File: src/inc/fwg_pkg.sv
// Purpose: Shared constants and types for the flash write guard block.
// Assumes: SPI mode 0 or 3, MSB first, 24-bit addresses, 64 KB sectors.
// Notes:   Opcodes, sector count and reset values live here only.
package fwg_pkg;

  localparam logic [7:0] FWG_OP_WR_EN      = 8'h06;
  localparam logic [7:0] FWG_OP_WR_DIS     = 8'h04;
  localparam logic [7:0] FWG_OP_PROTECT    = 8'h36;
  localparam logic [7:0] FWG_OP_UNPROTECT  = 8'h39;
  localparam logic [7:0] FWG_OP_PROG_BYTE  = 8'h02;
  localparam logic [7:0] FWG_OP_ERASE_4K   = 8'h20;
  localparam logic [7:0] FWG_OP_ERASE_32K  = 8'h52;
  localparam logic [7:0] FWG_OP_ERASE_64K  = 8'hD8;
  localparam logic [7:0] FWG_OP_CHIP_ER_A  = 8'h60;
  localparam logic [7:0] FWG_OP_CHIP_ER_B  = 8'hC7;
  localparam logic [7:0] FWG_OP_WR_STATUS  = 8'h01;

  localparam int         FWG_NUM_SECTORS   = 64;
  localparam int         FWG_SECT_LSB      = 16;
  localparam int         FWG_SECT_W        = 6;
  localparam logic [FWG_NUM_SECTORS-1:0] FWG_PROT_RST = {FWG_NUM_SECTORS{1'b1}};
  localparam logic       FWG_WLF_RST       = 1'b0;
  localparam logic [5:0] FWG_BITS_OPCODE   = 6'h08;
  localparam logic [5:0] FWG_BITS_ADDR_END = 6'h20;
  localparam logic [5:0] FWG_BITS_DATA_END = 6'h28;

  typedef enum logic [3:0] {
    FWG_CMD_IDLE = 4'b0001,
    FWG_CMD_RECV = 4'b0010,
    FWG_CMD_EXEC = 4'b0100,
    FWG_CMD_DONE = 4'b1000
  } fwg_state_e;

  // Request handed to the array engine when a program, erase or status write is allowed.
  typedef struct packed {
    logic        prog;
    logic        block_erase;
    logic        chip_erase;
    logic        wr_status;
    logic [23:0] addr;
  } fwg_op_s;

endpackage : fwg_pkg

File: src/core/fwg_guard.sv
// Purpose: Write latch and sector protection command logic of a serial flash.
// Assumes: SPI pins arrive asynchronously and are sampled on mclk.
// Notes:   Effects are applied only on the chip select rising edge.
// Function
// - Write-latch-set opcode sets flag at deselect.
// - Modify commands refused unless write latch set.
// - Short opcode leaves write latch unchanged.
// - Latch commands ignore trailing bytes.
// - Write-latch-clear opcode clears flag at deselect.
// - Write-latch-clear also ends sequential program.
// - One protect bit per sector, reset ones.
// - Protect bit one blocks program and erase.
// - Protect command sets addressed sector bit.
// - Unprotect command clears addressed sector bit.
// - Protect or unprotect then clears write latch.
// - Short address aborts, clears write latch.
// - Bytes after address are ignored.
// - Lock flag blocks protect, clears latch.
// - Program to protected sector refused, latch cleared.
// - Chip erase refused if any sector protected.
// - Block erase in protected sector refused.
`timescale 1ns/1ps
`default_nettype none
module fwg_guard
  import fwg_pkg::*;
(
  input  wire logic                       mclk,
  input  wire logic                       rst_n,
  input  wire logic                       cs_n,
  input  wire logic                       sck,
  input  wire logic                       mosi,
  input  wire logic                       protection_regs_lock,
  input  wire logic                       seq_prog_active,
  output var  logic                       write_latch_flag,
  output var  logic [FWG_NUM_SECTORS-1:0] sector_prot,
  output var  logic                       seq_prog_exit,
  output var  fwg_op_s                    op_req,
  output var  logic                       op_valid
);

  logic [1:0]  cs_sync_q;
  logic [1:0]  sck_sync_q;
  logic [1:0]  mosi_sync_q;
  logic        cs_q;
  logic        sck_q;
  logic [5:0]  bits_q;
  logic [7:0]  opcode_q;
  logic [23:0] addr_q;
  fwg_state_e  state_q;
  logic        cs_rise;
  logic        cs_fall;
  logic        sck_rise;
  logic        frame_end;
  logic        op_done;
  logic        addr_done;
  logic        data_done;
  logic        sect_prot;
  logic        latch_cmd;
  logic        sect_cmd;

  // Two-flop synchronisers; only the second stage is read by logic.
  always_ff @(posedge mclk) begin
    if (!rst_n) begin
      cs_sync_q   <= 2'h3;
      sck_sync_q  <= 2'h0;
      mosi_sync_q <= 2'h0;
      cs_q        <= 1'b1;
      sck_q       <= 1'b0;
    end else begin
      cs_sync_q   <= {cs_sync_q[0], cs_n};
      sck_sync_q  <= {sck_sync_q[0], sck};
      mosi_sync_q <= {mosi_sync_q[0], mosi};
      cs_q        <= cs_sync_q[1];
      sck_q       <= sck_sync_q[1];
    end
  end

  assign cs_fall  = cs_q && !cs_sync_q[1];
  assign cs_rise  = !cs_q && cs_sync_q[1];
  assign sck_rise = !sck_q && sck_sync_q[1] && !cs_sync_q[1];

  // Frame sequencer: counting while selected, one evaluation cycle after.
  always_ff @(posedge mclk) begin
    if (!rst_n) begin
      state_q <= FWG_CMD_IDLE;
    end else begin
      case (state_q)
        FWG_CMD_IDLE: if (cs_fall) state_q <= FWG_CMD_RECV;
        FWG_CMD_RECV: if (cs_rise) state_q <= FWG_CMD_EXEC;
        FWG_CMD_EXEC: state_q <= FWG_CMD_DONE;
        FWG_CMD_DONE: state_q <= FWG_CMD_IDLE;
        default:      state_q <= FWG_CMD_IDLE;
      endcase
    end
  end

  assign frame_end = (state_q == FWG_CMD_EXEC);

  // Bit counter saturates past the first data byte so long frames are harmless.
  always_ff @(posedge mclk) begin
    if (!rst_n) begin
      bits_q <= 6'h00;
    end else if (cs_fall) begin
      bits_q <= 6'h00;
    end else if (sck_rise && bits_q != FWG_BITS_DATA_END) begin
      bits_q <= bits_q + 6'h01;
    end
  end

  // Opcode and address shifters; later bytes are never captured.
  always_ff @(posedge mclk) begin
    if (!rst_n) begin
      opcode_q <= 8'h00;
      addr_q   <= 24'h000000;
    end else if (sck_rise && state_q == FWG_CMD_RECV) begin
      if (bits_q < FWG_BITS_OPCODE) begin
        opcode_q <= {opcode_q[6:0], mosi_sync_q[1]};
      end else if (bits_q < FWG_BITS_ADDR_END) begin
        addr_q <= {addr_q[22:0], mosi_sync_q[1]};
      end
    end
  end

  assign op_done   = (bits_q >= FWG_BITS_OPCODE);
  assign addr_done = (bits_q >= FWG_BITS_ADDR_END);
  assign data_done = (bits_q >= FWG_BITS_DATA_END);
  assign sect_prot = sector_prot[addr_q[FWG_SECT_LSB +: FWG_SECT_W]];
  assign latch_cmd = op_done && (opcode_q == FWG_OP_WR_EN || opcode_q == FWG_OP_WR_DIS);
  assign sect_cmd  = op_done && (opcode_q == FWG_OP_PROTECT || opcode_q == FWG_OP_UNPROTECT);

  // Write latch: set, clear, and the many ways a modify command drops it.
  always_ff @(posedge mclk) begin
    if (!rst_n) begin
      write_latch_flag <= FWG_WLF_RST;
    end else if (frame_end && op_done) begin
      case (opcode_q)
        FWG_OP_WR_EN:  write_latch_flag <= 1'b1;
        FWG_OP_WR_DIS: write_latch_flag <= 1'b0;
        FWG_OP_PROTECT, FWG_OP_UNPROTECT:
          write_latch_flag <= 1'b0;
        FWG_OP_PROG_BYTE: if (!data_done || sect_prot) write_latch_flag <= 1'b0;
        FWG_OP_ERASE_4K, FWG_OP_ERASE_32K, FWG_OP_ERASE_64K:
          if (!addr_done || sect_prot) write_latch_flag <= 1'b0;
        FWG_OP_CHIP_ER_A, FWG_OP_CHIP_ER_B:
          if (|sector_prot) write_latch_flag <= 1'b0;
        default: write_latch_flag <= write_latch_flag;
      endcase
    end
  end

  // Sector protection bits; all set at reset, a lock freezes them.
  genvar s;
  generate
    for (s = 0; s < FWG_NUM_SECTORS; s = s + 1) begin : g_sect
      always_ff @(posedge mclk) begin
        if (!rst_n) begin
          sector_prot[s] <= FWG_PROT_RST[s];
        end else if (frame_end && sect_cmd && addr_done && write_latch_flag
                     && !protection_regs_lock
                     && addr_q[FWG_SECT_LSB +: FWG_SECT_W] == FWG_SECT_W'(s)) begin
          sector_prot[s] <= (opcode_q == FWG_OP_PROTECT);
        end
      end
    end
  endgenerate

  // Allowed array operations leave as a one-cycle request to the array engine.
  always_ff @(posedge mclk) begin
    if (!rst_n) begin
      op_req        <= '0;
      op_valid      <= 1'b0;
      seq_prog_exit <= 1'b0;
    end else begin
      op_valid      <= 1'b0;
      seq_prog_exit <= frame_end && latch_cmd && opcode_q == FWG_OP_WR_DIS
                       && seq_prog_active;
      if (frame_end && write_latch_flag) begin
        op_req.addr        <= addr_q;
        op_req.prog        <= (opcode_q == FWG_OP_PROG_BYTE);
        op_req.block_erase <= (opcode_q == FWG_OP_ERASE_4K || opcode_q == FWG_OP_ERASE_32K
                               || opcode_q == FWG_OP_ERASE_64K);
        op_req.chip_erase  <= (opcode_q == FWG_OP_CHIP_ER_A || opcode_q == FWG_OP_CHIP_ER_B);
        op_req.wr_status   <= (opcode_q == FWG_OP_WR_STATUS);
        if (opcode_q == FWG_OP_PROG_BYTE) op_valid <= data_done && !sect_prot;
        else if (opcode_q == FWG_OP_ERASE_4K || opcode_q == FWG_OP_ERASE_32K
                 || opcode_q == FWG_OP_ERASE_64K) op_valid <= addr_done && !sect_prot;
        else if (opcode_q == FWG_OP_CHIP_ER_A || opcode_q == FWG_OP_CHIP_ER_B)
          op_valid <= op_done && !(|sector_prot);
        else if (opcode_q == FWG_OP_WR_STATUS) op_valid <= data_done;
      end
    end
  end

  // Helper: opcode as seen at the evaluation cycle.
  logic [7:0] op_at_end;
  assign op_at_end = opcode_q;
endmodule : fwg_guard
`default_nettype wire

File: config.mk
export PLATFORM = sky130hd
export DESIGN_NAME = fwg_guard
export DESIGN_NICKNAME = d
export VERILOG_FILES = /design/src/inc/fwg_pkg.sv /design/src/core/fwg_guard.sv
export SDC_FILE = /design/constraint.sdc
export NUM_CORES = 1
export LEC_CHECK = 0
export BUFFER_PORTS_ARGS = -buffer_cell sky130_fd_sc_hd__buf_2
export CORE_MARGIN = 2
export CORE_UTILIZATION = 59
export CTS_BUF_LIST = sky130_fd_sc_hd__clkbuf_2
export DETAILED_ROUTE_END_ITERATION = 12
export GPL_ROUTABILITY_DRIVEN = 0
export GPL_TIMING_DRIVEN = 0
export PLACE_DENSITY_LB_ADDON = 0.05
export SLEW_MARGIN = 15
export SYNTH_ARGS = -nofsm -noshare
export SYNTH_HDL_FRONTEND = slang
export SYNTH_SLANG_ARGS = --single-unit
export TNS_END_PERCENT = 50
File: constraint.sdc
create_clock -name mclk -period 2.6 [get_ports mclk]
set_input_delay 0.13 -clock mclk [delete_from_list [all_inputs] [get_ports mclk]]
set_output_delay 0.13 -clock mclk [all_outputs]
set_load 0.005 [all_outputs]
==> results of run 1 <==
what timing repair did:
| action | 4_1_cts | 5_1_grt |
|---|---|---|
| setup endpoints to repair | 11 | 64 |
| hold buffers | 8 | 0 |
| gates resized for setup | 1 | 7 |
| setup buffers | 0 | 4 |
| pin swaps | 0 | 2 |
| endpoints found under the hold margin | 30 | 0 |
sequential cells by signal, summed over array words and instances (netlist names):
name / count
seq_prog_exit: 1
write_latch_flag: 1
mosi_sync_q: 2
cs_q: 1
cs_sync_q: 2
op_req: 28
op_at_end: 8
sck_q: 1
sck_sync_q: 2
bits_q: 6
state_q: 4
addr_q: 24
sector_prot: 64
op_valid: 1
worst min-delay path, delay by kind of cell:
kind                   cells  cell delay [ns]
buffers and inverters      2             0.63
and+or+nand+nor            1             0.11
cell families (layout without fill, tap and decap cells):
family                   Yosys count  after routing  synth area share (%)
multiplexers                      37             37                 7.216
AO/OA/AOI/OAI                    145            145                 13.50
XOR/XNOR                           4              4                0.5208
buffers and inverters             70            216                 4.594
AND/OR/NAND/NOR                  422            422                 30.65
flip-flops                       145            145                 43.15
adder cells (fa/ha/maj)            2              2                0.3719
layout by cell type, fill, tap and decap left out, types with 4 or more instances in the layout:
master / count
or2_2: 5
nand3_1: 79
mux4_2: 9
mux2i_1: 26
dfxtp_1: 144
buf_2: 116
nor2b_1: 15
nand4b_1: 4
inv_1: 7
o21ai_0: 20
and2_1: 9
dlygate4sd3_1: 8
nand3b_1: 4
nand4_1: 8
a21oi_1: 31
nor4_1: 27
nor3_2: 7
clkbuf_1: 36
nand2_1: 184
a22oi_1: 4
clkbuf_2: 26
o21ai_1: 25
a21boi_1: 5
a21boi_0: 47
nand2b_1: 8
nor2_1: 46
buf_4: 11
buf_1: 4
worst min path at each step:
stage                endpoint  cells after the start
3_3_place_gp     cs_sync_q[0]                      2
3_5_place_dp     cs_sync_q[0]                      2
4_1_cts        mosi_sync_q[0]                      3
2_1_floorplan    cs_sync_q[0]                      1
5_1_grt         seq_prog_exit                      4
6_report       mosi_sync_q[0]                      3
per-stage QoR:
stage | total power, W | utilization, % | std cells
global route | 0.003556 | 70.86 | 1111
finish | 0.003451 | 70.86 | 1111
CTS | 0.003446 | 70.06 | 1107
detailed placement | 0.002351 | 67.60 | 1067
floorplan | 0.002325 | - | 825
global placement | 0.002348 | 67.45 | 1066
routing by layer:
layer,wire length [µm],vias to the layer above
met3,2336,132
met5,0,-
met1,7874,3116
met4,1393,0
met2,9214,480
li1,-,3140
power breakdown:
group	internal [W]	switching (W)
clock network	0.000358	0.000777
registers	0.00223	0.00000411
logic	0.0000345	0.0000454
layout make-up:
| type | count | share of cell area [%] |
|---|---|---|
| Multi-Input combinational cell | 610 | 46.13 |
| Sequential cell | 145 | 37.32 |
| Timing Repair Buffer | 114 | 7.974 |
| Buffer | 63 | 3.633 |
| Tap cell | 140 | 2.251 |
| Clock buffer | 24 | 1.543 |
| Clock inverter | 8 | 0.8199 |
| Inverter | 7 | 0.3376 |
==> summary.md, run 1 <==
| Metric | Value |
|---|---|
| Die span in y | 110.8 µm |
| Initial antenna violation count | 0 |
| Worst Hold Class | in2reg |
| Worst path arrival time | 3.10 ns |
| Leakage | 2.902 nW |
| Met2 usage | 52.35% |
| Reg2reg end | write_latch_flag |
| Synthesized cell area | 6728 µm² |
| Post-route ant nets | 0 |
| FF-to-FF setup slack | 0.13 ns |
| Post-synth top flop | dfxtp_1 |
| Design area | 7782 µm² |
| Fill cells | 918 |
| YS warnings | 0 |
| Number of cells on the worst reg-to-reg path | 10 |
| Post-synth top area cell | dfxtp_1 |
| Final period util | 95.07% |
| Clock Tree Root | clkbuf_2 |
| ANT cells | 0 |
| Stages on the worst setup path | 10 |
| Share of the synthesized area in the top cell type | 43.15% |
| Core Rows | 38 |
| Critical Path Sink Type | flop |
| Register area | 2904 µm² |
| Layout Nets | 967 |
| HP Start | mosi |
| CP delay by family, top | compound AO/OA/AOI/OAI gates |
| Cells after Synth | 825 |
| Buffers on Ports | 101 |
| Vias in the first global route | 6,361 |
| DRC Markers | 0 |
| Max-slew violations | 0 |
| Global-route usage over all layers | 33.43% |
| Hold Vio Cnt, Final | 0 |
| Routed wire length | 20,820 µm |
| Netlist cell types | 57 |
| Skew final | 0.01908 ns |
| Slowest CP cell | dfxtp_1 |
| Outcome | finished, final reports clean |
| Highest ir drop seen on vdd | 452.3 µV |
| GR Util met1 | 41.77% |
| Insertion delay to the later sink of the worst-skew pair | 0.72 ns |
| HPWL after detailed placement | 15,150 µm |
| Die ar. | 12,270 µm² |
| Worst slew margin | 41.36% |
| CTS buffer count | 17 |
| Detailed Route Iter0 Violations | 845 |
| DP Area | 7425 µm² |
| Synth top area cells | dfxtp_1 (43%), nand2_1 (10%), nand3_1 (6.0%) |
| First-pass iteration count of the detailed router | 9 |
| Min Hold Slack | 0.1695 ns |
| Post-synthesis sequential area ratio | 43.15% |
| P per Cell Area | 443.4 nW/µm² |
| Fin Setup TNS | 0 ns |
| First-pass GRT wire length | 32,680 µm |
| Crit path time final | 2.472 ns |
| Worst Path Max Fanout | 10 |
| Die Width | 110.8 µm |
| CP startpoint kind | flop |
| Wire length per cell | 18.74 µm |
| Crit. Startpoint | addr_q[17] |
| Required time of the critical path | 3.23 ns |
| CTS tree | done |
| Total number of vias | 6,868 |
| Area of the multi-input gates | 3590 µm² |
| Crit-path cells | clkbuf_2 > buf_4 > buf_4 > mux2i_1 > a22oi_1 > a22oi_1 > o211ai_1 > o22ai_1 > a21oi_1 > mux2i_1 |
| CORE AREA | 10,980 µm² |
| Critical Path Max Stage Delay | 0.35 ns |
| Reg2reg start | addr_q[17] |
| Worst Max-Slew Pin Slew | 0.8748 ns |
| CTS max path bufs | 2 |
| Syn nets | 834 |
| Highest Clock Rate | 404.5 MHz |
| Fin worst setup slack | 0.1281 ns |
| Crit path to | write_latch_flag |
| Final setup vio count | 0 |
| Synthesis-to-layout area growth | 15.68% |
| Max-Cap Viols | 0 |
| Fraction of layout cells with a size suffix above 1 | 19.98% |
| Initial Util | 61.26% |
| Crit path buf inv count | 3 |
| Total gr overflow | 0 |
| Post-synth top cells | nand2_1 (184), dfxtp_1 (145), nand3_1 (80) |
| H-tree Lvls | 4 |
| Grt peak-use layer | met2 |
| Largest net degree at the start of global routing | 17 |
| Clk slew on worst S/H paths | 0.18 ns |
| Post-synth EDFFs | 0 |
| WS Path Type | reg2reg |
| Met3 Use GR | 8.529% |
| Via density | 6.182 |
| Most frequent cell after synthesis | nand2_1 |
| Ys async rst share | 0% |
| Clock Sinks | 145 |
| Synth Register Bits | 145 |
| IO Pins | 102 |
| Avg Cell Area, Syn | 8.155 µm² |
| Pre-CTS setup slack | -0.003349 ns |
Power figures use the tool's default switching activity.
==> inputs of run 2 (changes only) <==
- CORE_UTILIZATION: 59 -> 33
==> summary.md, run 2 (same netlist as run 1, synthesis figures left out) <==
| Metric | Value |
|---|---|
| Max-Cap Viols | 0 (unchanged) |
| Highest ir drop seen on vdd | 208.6 µV (-54%) |
| Critical Path Max Stage Delay | 0.49 ns (+0.14 ns) |
| Total gr overflow | 0 (unchanged) |
| Total power | 0.003615 W (+4.8%) |
| Required time of the critical path | 3.26 ns (+0.03 ns) |
| P per Cell Area | 449.5 nW/µm² (+1.4%) |
| Worst Hold Class | in2reg |
| Switch Pwr | 0.0009840 W (+19%) |
| Final period util | 95.16% (about the same) |
| Leakage | 2.901 nW (about the same) |
| IO Pins | 102 (unchanged) |
| RSZ-0062 raised after global routing | yes |
| CP delay by family, top | simple AND/OR/NAND/NOR gates |
| WS Path Type | reg2reg |
| Pint | 0.002631 W (+0.27%) |
| DRC Markers | 0 (unchanged) |
| Post-route ant nets | 0 (unchanged) |
| Layout Nets | 968 (+0.10%) |
| Worst Path Max Fanout | 10 (unchanged) |
| Via density | 5.227 (-15%) |
| Fraction of layout cells with a size suffix above 1 | 20.47% (+0.49 points) |
| Outcome | finished, final reports clean |
| Seq pwr share | 61.9% (-2.9 points) |
| First-pass iteration count of the detailed router | 5 (-4) |
| Largest net degree at the start of global routing | 17 (unchanged) |
| Routed wire length | 23,820 µm (+14%) |
| Crit path time final | 2.474 ns (+0.002258 ns) |
| Critical Path Sink Type | flop |
| Vias in the first global route | 6,235 (-2.0%) |
| DP Area | 7615 µm² (+2.6%) |
| Insertion delay to the later sink of the worst-skew pair | 0.76 ns (+0.04 ns) |
| DP Cell Count | 1,197 (+12%) |
| Initial antenna violation count | 1 (+1) |
| Wire length per cell | 19.16 µm (+2.3%) |
| Largest register by flop count | sector_prot |
| Buffers on Ports | 101 (unchanged) |
| Crit path buf inv count | 1 (-2) |
| Worst slew margin | 39.51% (-1.9 points) |
| Total number of vias | 6,497 (-5.4%) |
| H-tree Lvls | 4 (unchanged) |
| Die Width | 146.8 µm (+32%) |
| Global-route usage over all layers | 22.36% (-11 points) |
| Switching Share | 27.22% (+3.3 points) |
| Regs by FF count | sector_prot: 64 flops, op_req: 28 flops, addr_q: 24 flops |
| FF-to-FF setup slack | 0.13 ns (about the same) |
| Core Rows | 52 (+37%) |
| Clock group share of total power | 35.7% (+2.8 points) |
| Detailed Route Iter0 Violations | 513 (-39%) |
| Top cell by count, worst path | nor4b_4 |
| HPWL after detailed placement | 17,150 µm (+13%) |
| Die span in y | 146.8 µm (+32%) |
| Met2 usage | 34.51% (-18 points) |
| CTS buffer count | 17 (unchanged) |
| Final Non-Filler Cells | 1,243 (+12%) |
| Die ar. | 21,540 µm² (+76%) |
| Highest Clock Rate | 404.2 MHz (about the same) |
| First-pass GRT wire length | 36,990 µm (+13%) |
| Design area | 8044 µm² (+3.4%) |
| Worst path arrival time | 3.13 ns (+0.03 ns) |
| CORE AREA | 20,100 µm² (+83%) |
| CTS max path bufs | 2 (unchanged) |
| Grt peak-use layer | met2 |
| Skew final | 0.04603 ns (+0.02694 ns) |
| Clk slew on worst S/H paths | 0.24 ns (+0.06 ns) |
| Met3 Use GR | 4.224% (-4.3 points) |
| Crit-path cells | nor4b_4 > buf_4 > nand2_4 > nor4b_4 > nor3b_4 > nor2b_1 > mux2i_1 > nand2_1 |
| Final setup vio count | 0 (unchanged) |
| Clock Tree Root | clkbuf_2 |
| Most frequent cells in the layout | nand2_1 (184), dfxtp_1 (145), buf_2 (114) |
| Max-slew violations | 0 (unchanged) |
| Most common library cell in the layout ignoring fill and taps | nand2_1 |
| Slowest CP cell | dfxtp_1 |
| CP startpoint kind | flop |
| Clock Sinks | 145 (unchanged) |
| CTS tree | done |
| Hold Vio Cnt, Final | 0 (unchanged) |
| Logic gate share of total power | 2.3% (about the same) |
| Initial Util | 33.46% (-28 points) |
| Max reg flops | 64 (unchanged) |
| Worst Max-Slew Pin Slew | 0.9024 ns (+0.02761 ns) |
| Synthesis-to-layout area growth | 19.56% |
| GR Util met1 | 31.11% (-11 points) |
## run 2: cell types whose count changed in the layout (fill, tap and decap cells not counted), moves of 2 or more
| cell | delta |
|---|---|
| inv_6 | +4 |
| clkbuf_2 | -7 |
| buf_6 | +5 |
| clkinvlp_4 | +3 |
| buf_2 | -2 |
| clkinv_1 | -3 |
| buf_4 | -3 |
| clkinv_4 | +3 |
## run 2: metrics by stage
step	setup WS [ns]	util [%]	setup TNS (ns)	hold slack, ns
final	0.1258	40.01	0	0.1775
after global routing	-0.03799	40.01	-0.1171	0.1326
after CTS	-0.09298	39.50	-1.223	0.1240
after detailed placement	-0.09819	37.88	-1.003	0.3202
after global placement	-0.4127	37.66	-3.448	0.3117
after floorplan	0.5511	-	0	0.2315
## run 2: repair_timing
item                                    4_1_cts  5_1_grt
pin swaps                                     0        1
hold endpoints to repair                     35        0
setup buffers                                 2        2
hold buffers                                  9        0
gates resized for setup                       0       20
endpoints found under the setup margin       20       65
## run 2: cell type report
| class | count | area (µm²) |
|---|---|---|
| Fill cell | 2109 | 12060 |
| Buffer | 63 | 306.5 |
| Multi-Input combinational cell | 610 | 3613 |
| Tap cell | 270 | 337.8 |
| Timing Repair Buffer | 115 | 633.1 |
| Inverter | 7 | 26.28 |
| Clock buffer | 18 | 90.09 |
| Sequential cell | 145 | 2903 |
| Antenna cell | 1 | 2.502 |
| Clock inverter | 14 | 131.4 |
## run 2: power groups by stage
| stage | combinational (W) | clock (W) | sequential (W) |
|---|---|---|---|
| after floorplan | 0.0000450 | 0 | 0.00228 |
| after global placement | 0.0000749 | 0 | 0.00228 |
| after detailed placement | 0.0000752 | 0 | 0.00228 |
| after CTS | 0.0000857 | 0.00134 | 0.00224 |
| after global routing | 0.0000927 | 0.00142 | 0.00224 |
| final | 0.0000847 | 0.00129 | 0.00224 |
## run 2: metal layers
layer,vias up,part of all wire (%)
met5,-,0
met4,0,3.4
met3,46,6.3
met2,253,44
met1,3048,46
li1,3150,-
## run 2: tightest hold or removal path: stages
cell and delay [ns]:
dlygate4sd3_1 0.53, buf_2 0.12, nand3_1 0.05, nor2_1 0.04
## run 2: worst paths after layout
path                                      start  cells after the start         endpoint
worst max-delay path                 state_q[2]                      8  sector_prot[13]
worst min register to register     cs_sync_q[0]                      1     cs_sync_q[1]
worst max register to register       state_q[2]                      8  sector_prot[13]
worst min-delay path            seq_prog_active                      4    seq_prog_exit
